`src/pkg/debi_defines.vh`:
```
// Constants for the dual external bus interface
`ifndef DEBI_DEFINES_VH
`define DEBI_DEFINES_VH
`define DEBI_PDATA_W 32
`define DEBI_PADDR_W 24
`define DEBI_XDATA_W 32
`define DEBI_XADDR_W 13
`define DEBI_RW_READ 1'b1
`define DEBI_RW_WRITE 1'b0
`define DEBI_STROBE_ON 1'b0
`define DEBI_STROBE_OFF 1'b1
`define DEBI_OE_DRIVE 1'b0
`define DEBI_OE_FLOAT 1'b1
`define DEBI_RESET_VECTOR 24'h000000
`define DEBI_SYNC_LAG 2'h2
`endif

```
`src/hdl/debi_xbus.v`:
```
// Expansion bus master engine with memory and I/O strobes
`timescale 1ns/1ns
`default_nettype none
`include "debi_defines.vh"
module debi_xbus (
  input  wire        mclk_in,
  input  wire        rst_in,
  input  wire        ce_in,
  input  wire        req_in,
  input  wire        write_in,
  input  wire        io_space_in,
  input  wire [12:0] addr_in,
  input  wire [31:0] wdata_in,
  input  wire        ready_sync_in,
  input  wire [31:0] data_sync_in,
  output reg         busy_out,
  output reg         done_out,
  output reg  [31:0] rdata_out,
  output reg  [12:0] expansion_address_bus_out,
  output reg  [31:0] expansion_data_bus_out,
  output reg         expansion_data_bus_oe_n_out,
  output reg         expansion_read_write_out,
  output reg         expansion_memory_strobe_n_out,
  output reg         expansion_io_space_strobe_n_out
);
  reg [1:0] age;

  // Idle/active flag; the strobe stays on until ready falls low
  always @(posedge mclk_in) begin
    if (rst_in) begin
      age                             <= 2'h0;
      busy_out                        <= 1'b0;
      done_out                        <= 1'b0;
      rdata_out                       <= 32'h00000000;
      expansion_address_bus_out       <= 13'h0000;
      expansion_data_bus_out          <= 32'h00000000;
      expansion_data_bus_oe_n_out     <= `DEBI_OE_FLOAT;
      expansion_read_write_out        <= `DEBI_RW_READ;
      expansion_memory_strobe_n_out   <= `DEBI_STROBE_OFF;
      expansion_io_space_strobe_n_out <= `DEBI_STROBE_OFF;
    end else if (ce_in) begin
      done_out <= 1'b0;
      if (!busy_out && req_in) begin
        busy_out                  <= 1'b1;
        age                       <= 2'h0;
        expansion_address_bus_out <= addr_in;
        expansion_data_bus_out    <= wdata_in;
        expansion_data_bus_oe_n_out <= write_in ? `DEBI_OE_DRIVE : `DEBI_OE_FLOAT;
        expansion_read_write_out  <= write_in ? `DEBI_RW_WRITE : `DEBI_RW_READ;
        // Only the strobe of the addressed space is asserted
        expansion_memory_strobe_n_out   <= io_space_in ? `DEBI_STROBE_OFF
                                                       : `DEBI_STROBE_ON;
        expansion_io_space_strobe_n_out <= io_space_in ? `DEBI_STROBE_ON
                                                       : `DEBI_STROBE_OFF;
      end else if (busy_out && (age != `DEBI_SYNC_LAG)) begin
        // Synchronised ready still shows the pin from before the strobe
        age <= age + 2'h1;
      end else if (busy_out && !ready_sync_in) begin
        // Address and data held while ready stays high
        busy_out                        <= 1'b0;
        done_out                        <= 1'b1;
        rdata_out                       <= data_sync_in;
        expansion_data_bus_oe_n_out     <= `DEBI_OE_FLOAT;
        expansion_read_write_out        <= `DEBI_RW_READ;
        expansion_memory_strobe_n_out   <= `DEBI_STROBE_OFF;
        expansion_io_space_strobe_n_out <= `DEBI_STROBE_OFF;
      end
    end
  end
endmodule // debi_xbus
`default_nettype wire

```
`src/hdl/debi_top.v`:
```
// Dual external bus interface: primary bus with hold, plus expansion bus
`timescale 1ns/1ns
`default_nettype none
`include "debi_defines.vh"
module debi_top (
  input  wire        mclk_in,
  input  wire        rst_in,
  input  wire        ce_in,
  input  wire        p_req_in,
  input  wire        p_write_in,
  input  wire [23:0] p_addr_in,
  input  wire [31:0] p_wdata_in,
  output reg         p_busy_out,
  output reg         p_done_out,
  output reg  [31:0] p_rdata_out,
  output reg  [23:0] boot_vector_out,
  input  wire        x_req_in,
  input  wire        x_write_in,
  input  wire        x_io_space_in,
  input  wire [12:0] x_addr_in,
  input  wire [31:0] x_wdata_in,
  output wire        x_busy_out,
  output wire        x_done_out,
  output wire [31:0] x_rdata_out,
  input  wire [31:0] primary_data_bus_in,
  output reg  [31:0] primary_data_bus_out,
  output reg         primary_data_bus_oe_n_out,
  output reg  [23:0] primary_address_bus_out,
  output reg         primary_address_bus_oe_n_out,
  output reg         primary_read_write_out,
  output reg         primary_read_write_oe_n_out,
  output reg         primary_access_strobe_n_out,
  output reg         primary_access_strobe_oe_n_out,
  input  wire        primary_ready_in,
  input  wire        bus_grab_req_n_in,
  output reg         bus_grab_ack_n_out,
  input  wire [31:0] expansion_data_bus_in,
  output wire [31:0] expansion_data_bus_out,
  output wire        expansion_data_bus_oe_n_out,
  output wire [12:0] expansion_address_bus_out,
  output wire        expansion_address_bus_oe_n_out,
  output wire        expansion_read_write_out,
  output wire        expansion_read_write_oe_n_out,
  output wire        expansion_memory_strobe_n_out,
  output wire        expansion_memory_strobe_oe_n_out,
  output wire        expansion_io_space_strobe_n_out,
  output wire        expansion_io_space_strobe_oe_n_out,
  input  wire        expansion_ready_in
);
  // One-hot primary bus states
  localparam [3:0] ST_IDLE = 4'h1;
  localparam [3:0] ST_XFER = 4'h2;
  localparam [3:0] ST_HOLD = 4'h4;
  localparam [3:0] ST_REL  = 4'h8;

  reg [3:0]  state;
  reg        prdy_s1;
  reg        prdy_s2;
  reg        hold_s1;
  reg        hold_s2;
  reg        expansion_ready_in_s1;
  reg        expansion_ready_in_s2;
  reg [31:0] pdat_s1;
  reg [31:0] pdat_s2;
  reg [31:0] xdat_s1;
  reg [31:0] xdat_s2;
  reg        p_wr;
  reg [1:0]  p_age;

  // Pin inputs pass two flops; only the second stage is read
  always @(posedge mclk_in) begin
    if (rst_in) begin
      prdy_s1 <= 1'b1;
      prdy_s2 <= 1'b1;
      hold_s1 <= 1'b1;
      hold_s2 <= 1'b1;
      expansion_ready_in_s1 <= 1'b1;
      expansion_ready_in_s2 <= 1'b1;
      pdat_s1 <= 32'h00000000;
      pdat_s2 <= 32'h00000000;
      xdat_s1 <= 32'h00000000;
      xdat_s2 <= 32'h00000000;
    end else if (ce_in) begin
      prdy_s1 <= primary_ready_in;
      prdy_s2 <= prdy_s1;
      hold_s1 <= bus_grab_req_n_in;
      hold_s2 <= hold_s1;
      expansion_ready_in_s1 <= expansion_ready_in;
      expansion_ready_in_s2 <= expansion_ready_in_s1;
      pdat_s1 <= primary_data_bus_in;
      pdat_s2 <= pdat_s1;
      xdat_s1 <= expansion_data_bus_in;
      xdat_s2 <= xdat_s1;
    end
  end

  // Primary bus sequencer; hold is only honoured between accesses
  always @(posedge mclk_in) begin
    if (rst_in) begin
      state                          <= ST_IDLE;
      boot_vector_out                <= `DEBI_RESET_VECTOR;
      p_busy_out                     <= 1'b0;
      p_done_out                     <= 1'b0;
      p_rdata_out                    <= 32'h00000000;
      p_wr                           <= 1'b0;
      p_age                          <= 2'h0;
      primary_data_bus_out           <= 32'h00000000;
      primary_data_bus_oe_n_out      <= `DEBI_OE_FLOAT;
      primary_address_bus_out        <= 24'h000000;
      primary_address_bus_oe_n_out   <= `DEBI_OE_DRIVE;
      primary_read_write_out         <= `DEBI_RW_READ;
      primary_read_write_oe_n_out    <= `DEBI_OE_DRIVE;
      primary_access_strobe_n_out    <= `DEBI_STROBE_OFF;
      primary_access_strobe_oe_n_out <= `DEBI_OE_DRIVE;
      bus_grab_ack_n_out             <= 1'b1;
    end else if (ce_in) begin
      p_done_out <= 1'b0;
      case (state)
        ST_IDLE: begin
          if (!hold_s2) begin
            // Float everything the outside master may take over
            state                          <= ST_HOLD;
            primary_data_bus_oe_n_out      <= `DEBI_OE_FLOAT;
            primary_address_bus_oe_n_out   <= `DEBI_OE_FLOAT;
            primary_read_write_oe_n_out    <= `DEBI_OE_FLOAT;
            primary_access_strobe_oe_n_out <= `DEBI_OE_FLOAT;
            bus_grab_ack_n_out             <= 1'b0;
          end else if (p_req_in) begin
            state                       <= ST_XFER;
            p_busy_out                  <= 1'b1;
            p_wr                        <= p_write_in;
            p_age                       <= 2'h0;
            primary_address_bus_out     <= p_addr_in;
            primary_data_bus_out        <= p_wdata_in;
            primary_data_bus_oe_n_out   <= p_write_in ? `DEBI_OE_DRIVE : `DEBI_OE_FLOAT;
            primary_read_write_out      <= p_write_in ? `DEBI_RW_WRITE : `DEBI_RW_READ;
            primary_access_strobe_n_out <= `DEBI_STROBE_ON;
          end
        end
        ST_XFER: begin
          // Ready high stretches the access with bus lines frozen
          if (p_age != `DEBI_SYNC_LAG) begin
            // Synchronised ready still shows the pin from before the strobe
            p_age <= p_age + 2'h1;
          end else if (!prdy_s2) begin
            state                       <= ST_IDLE;
            p_busy_out                  <= 1'b0;
            p_done_out                  <= 1'b1;
            if (!p_wr) begin
              p_rdata_out <= pdat_s2;
            end
            primary_data_bus_oe_n_out   <= `DEBI_OE_FLOAT;
            primary_read_write_out      <= `DEBI_RW_READ;
            primary_access_strobe_n_out <= `DEBI_STROBE_OFF;
          end
        end
        ST_HOLD: begin
          // Stay floated until the request is withdrawn
          if (hold_s2) begin
            state              <= ST_REL;
            bus_grab_ack_n_out <= 1'b1;
          end
        end
        ST_REL: begin
          // One cycle gap after ack rises so the other master can let go
          state                          <= ST_IDLE;
          primary_address_bus_oe_n_out   <= `DEBI_OE_DRIVE;
          primary_read_write_oe_n_out    <= `DEBI_OE_DRIVE;
          primary_access_strobe_oe_n_out <= `DEBI_OE_DRIVE;
        end
        default: begin
          state <= ST_IDLE;
        end
      endcase
    end
  end

  // Expansion bus has no hold, so its address, direction and strobe enables stay driven
  assign expansion_address_bus_oe_n_out     = `DEBI_OE_DRIVE;
  assign expansion_read_write_oe_n_out      = `DEBI_OE_DRIVE;
  assign expansion_memory_strobe_oe_n_out   = `DEBI_OE_DRIVE;
  assign expansion_io_space_strobe_oe_n_out = `DEBI_OE_DRIVE;

  debi_xbus u_xbus (
    .mclk_in                         (mclk_in),
    .rst_in                          (rst_in),
    .ce_in                           (ce_in),
    .req_in                          (x_req_in),
    .write_in                        (x_write_in),
    .io_space_in                     (x_io_space_in),
    .addr_in                         (x_addr_in),
    .wdata_in                        (x_wdata_in),
    .ready_sync_in                   (expansion_ready_in_s2),
    .data_sync_in                    (xdat_s2),
    .busy_out                        (x_busy_out),
    .done_out                        (x_done_out),
    .rdata_out                       (x_rdata_out),
    .expansion_address_bus_out       (expansion_address_bus_out),
    .expansion_data_bus_out          (expansion_data_bus_out),
    .expansion_data_bus_oe_n_out     (expansion_data_bus_oe_n_out),
    .expansion_read_write_out        (expansion_read_write_out),
    .expansion_memory_strobe_n_out   (expansion_memory_strobe_n_out),
    .expansion_io_space_strobe_n_out (expansion_io_space_strobe_n_out)
  );
endmodule // debi_top
`default_nettype wire

```
`config.mk`:
```
export PLATFORM = sky130hd
export DESIGN_NAME = debi_top
export DESIGN_NICKNAME = d
export VERILOG_FILES = /design/src/hdl/debi_xbus.v /design/src/hdl/debi_top.v
export VERILOG_INCLUDE_DIRS = /design/src /design/src/pkg
export SDC_FILE = /design/constraint.sdc
export NUM_CORES = 1
export LEC_CHECK = 0
export BUFFER_PORTS_ARGS = -buffer_cell sky130_fd_sc_hd__buf_2
export CAP_MARGIN = 10
export CORE_ASPECT_RATIO = 1.4
export CORE_UTILIZATION = 45
export DETAILED_ROUTE_END_ITERATION = 12
export PLACE_DENSITY = 0.86
export SLEW_MARGIN = 20
export SYNTH_ARGS = -nofsm -noshare
export SYNTH_HDL_FRONTEND = slang
export SYNTH_SLANG_ARGS = --single-unit
```
`constraint.sdc`:
```
create_clock -name mclk_in -period 1.8 [get_ports mclk_in]
set_input_delay 0.36 -clock mclk_in [delete_from_list [all_inputs] [get_ports mclk_in]]
set_output_delay 0.36 -clock mclk_in [all_outputs]
set_load 0.03 [all_outputs]
```
==> impl_metrics.json <==
{
  "leakagePower_nw": 6.689,
  "synth.ff_latch_count": 320,
  "cp_max_fo": 32,
  "core-area_um2": 25380,
  "drtAntennaViolNets": 0,
  "syn_area_um2": 11590,
  "synth_top_family_by_area": "simple AND/OR/NAND/NOR gates",
  "ir_worst_vdd_mv": 0.7535,
  "synthMuxAreaShare": 0.1149,
  "synth_compound_area_frac": 0.09651,
  "hold_slack_ns": 0.03196,
  "intPower_mw": 11.42,
  "initial_core_util": 0.4566,
  "num_io_pins": 384,
  "synthFlopType": "dfxtp_1",
  "grt_pass1_vias": 9125,
  "overflow": 0,
  "clockBufferDepth": 3,
  "fin_total_pwr_mw": 15.11,
  "max-cap-violations": 0,
  "yosysSeqAreaShare": 0.5527,
  "die_h_um": 191.9,
  "clkSinkCount": 320,
  "synthArstFlopShare": 0,
  "end_kind": "flop",
  "synth.distinct_cells": 47,
  "synth_cells": 1293,
  "cts_buffers": 29,
  "cp_cell_sequence": "or4b_4, or4_4, buf_12, nand2_1, a21oi_1",
  "rsz0062_at_grt": "yes",
  "power_density_nw_per_um2": 1021,
  "gp_congestion": 0.8111,
  "relSlewSlack": 0.5009,
  "synthTopCellsByCount": "320 x dfxtp_1, 318 x nand2_1, 157 x a21oi_1, 136 x nor2_1, 133 x mux2i_1",
  "yosysMostFrequentCell": "dfxtp_1",
  "die_area_um2": 26410,
  "postLayoutCoreUtil": 0.5834,
  "wl_um": 29390,
  "yosysWarnings": 0,
  "avgSynthCellArea_um2": 8.964,
  "min_period_ns": 1.910,
  "final_hold_viol_count": 0,
  "cts-htree-levels": 1,
  "cpMaxStageDelayCell": "or4b_4",
  "clk_pin_slew_ns": 0.06,
  "cts_tree": "built",
  "pre_cts_ws_ns": -0.06729,
  "grt_usage": 0.2062,
  "die_width_um": 137.6,
  "fin_crit_sh": 1.061,
  "violations": "setup timing",
  "yosys.area_share.simple": 0.1788,
  "synthXorXnorAreaFrac": 0,
  "critPathMaxStageDelay_ns": 0.55,
  "drt_iter0_markers": 385,
  "final_nets": 1802,
  "worstMarginPinSlew_ns": 0.7382,
  "start_kind": "flop",
  "hp-class": "in -> reg",
  "clkPwrFrac": 0.404,
  "clk_latency_ns": 0.56,
  "avgViaCountPerCell": 4.981,
  "drc": 0,
  "tns_ns": -2.473,
  "antenna_found_initial": 5,
  "yosysTopAreaCell": "dfxtp_1",
  "grt_start_max_net_pins": 92,
  "num_vias": 9812,
  "clockRootBuffer": "clkbuf_16",
  "port_buffers": 355,
  "nFillCells": 2118,
  "wl_per_cell_um": 14.92,
  "fin_ws_ns": -0.1100,
  "synthAdderAreaFrac": 0.002159,
  "cp.required_ns": 2.21,
  "setup_viol": 33,
  "worst-setup-path-type": "reg -> reg",
  "p_comb_frac": 0.101,
  "power_frac_seq": 0.496,
  "switching_power_mw": 3.697,
  "rows": 69,
  "areaGrowthSynthToFinish_pct": 27.76,
  "synth_edf_count": 0,
  "synth_top_cell_area_share": 0.5527,
  "status": "complete, but fails checks",
  "max_freq_mhz": 523.5,
  "drive_gt1_frac": 0.3040,
  "swShare": 0.2446,
  "hpwl_um": 19990,
  "grt_pass1_wl_um": 43510,
  "synth_area_leaders": "dfxtp_1 55%, mux2i_1 11%, nand2_1 10%",
  "dr.pass1.iters": 5,
  "arrival_ns": 2.32,
  "skew_ns": 0.02664,
  "drv_slew": 0
}
## cell type report
class | instances | area, um^2 | share of cell area
diodes | 6 | 15.01 | 0.001014
clock inverters | 12 | 121.4 | 0.008197
flip-flops and latches | 320 | 6409 | 0.4328
inverters | 7 | 26.28 | 0.001775
clock buffers | 40 | 827.0 | 0.05586
repair buffers | 392 | 2310 | 0.1560
well taps | 319 | 399.1 | 0.02696
multi-input cells | 874 | 4700 | 0.3174
## what timing repair did
action / CTS / global route
setup endpoints to repair: 34 / 83
hold endpoints to repair: 1 / 0
resized for setup: 4 / 4
pin swaps: 0 / 1
setup buffers: 0 / 2
hold buffers: 1 / 0
cloned: 0 / 5
## cells by family after synthesis
group | Yosys count
AND/OR/NAND/NOR | 510
flip-flops | 320
buffers and inverters | 126
multiplexers | 133
AO/OA/AOI/OAI | 201
adder cells (fa/ha/maj) | 2
other | 1
## critical path, delay by kind of cell (launching register included)
kind / cells / cell delay [ns]
AND/OR/NAND/NOR: 3 / 1.16
flip-flops: 1 / 0.32
buffers and inverters: 1 / 0.21
AO/OA/AOI/OAI: 1 / 0.07
## metrics by stage
step	area, um^2	cells
5_1_grt	14800	1967
3_5_place_dp	13670	1904
2_1_floorplan	11710	1320
3_3_place_gp	13670	1904
6_report	14810	1970
4_1_cts	14640	1957
## registers in the layout, indices dropped and copies added, names as in the netlist, 2 cells and up
signal                            flops
pdat_s1                              32
u_xbus.expansion_address_bus_out     13
p_age                                 2
state                                 4
primary_data_bus_out                 32
pdat_s2                              32
u_xbus.rdata_out                     32
u_xbus.expansion_data_bus_out        32
primary_address_bus_out              24
u_xbus.age                            2
xdat_s2                              32
xdat_s1                              32
p_rdata_out                          32
## power groups by stage
stage | combinational, mW | clock (mW) | sequential (mW)
after floorplan | 0.768 | 0 | 7.85
after global placement | 1.43 | 0 | 7.63
after detailed placement | 1.46 | 0 | 7.65
after CTS | 1.47 | 6.24 | 7.49
after global routing | 1.66 | 6.52 | 7.52
final | 1.52 | 6.10 | 7.49
## per-layer routing
layer | vias up | GRT usage | share of wire
met4 | 4 | 0.1272 | 0.054
met2 | 363 | 0.3684 | 0.51
met1 | 4511 | 0.2191 | 0.37
met3 | 100 | 0.04117 | 0.062
met5 | - | 0 | 0.00078
li1 | 4834 | - | -
## path summary, 6_finish.rpt
kind                                        start              endpoint  slack (ns)  cells past startpoint
worst min-delay path            bus_grab_req_n_in               hold_s1        0.03                      3
worst max register to register           state[2]       p_rdata_out[31]       -0.11                      5
worst min register to register        xdat_s2[14]  u_xbus.rdata_out[14]        0.45                      2
worst max-delay path                     state[2]       p_rdata_out[31]       -0.11                      5
## cell usage in the layout (no fill, tap or decap), drive strengths merged, types with 3 or more instances in the layout
| cell | Yosys | final |
|---|---|---|
| nand2b | 3 | 3 |
| o21ai | 8 | 8 |
| clkinvlp | 0 | 3 |
| diode | 0 | 6 |
| a21oi | 175 | 175 |
| mux2i | 133 | 133 |
| nand2 | 348 | 348 |
| conb | 1 | 28 |
| clkinv | 1 | 7 |
| inv | 6 | 7 |
| nor2 | 136 | 136 |
| nor3 | 4 | 4 |
| buf | 54 | 387 |
| dfxtp | 320 | 320 |
| clkbuf | 65 | 44 |
| nor2b | 3 | 3 |
No activity file was read; power rests on OpenSTA's default activity.
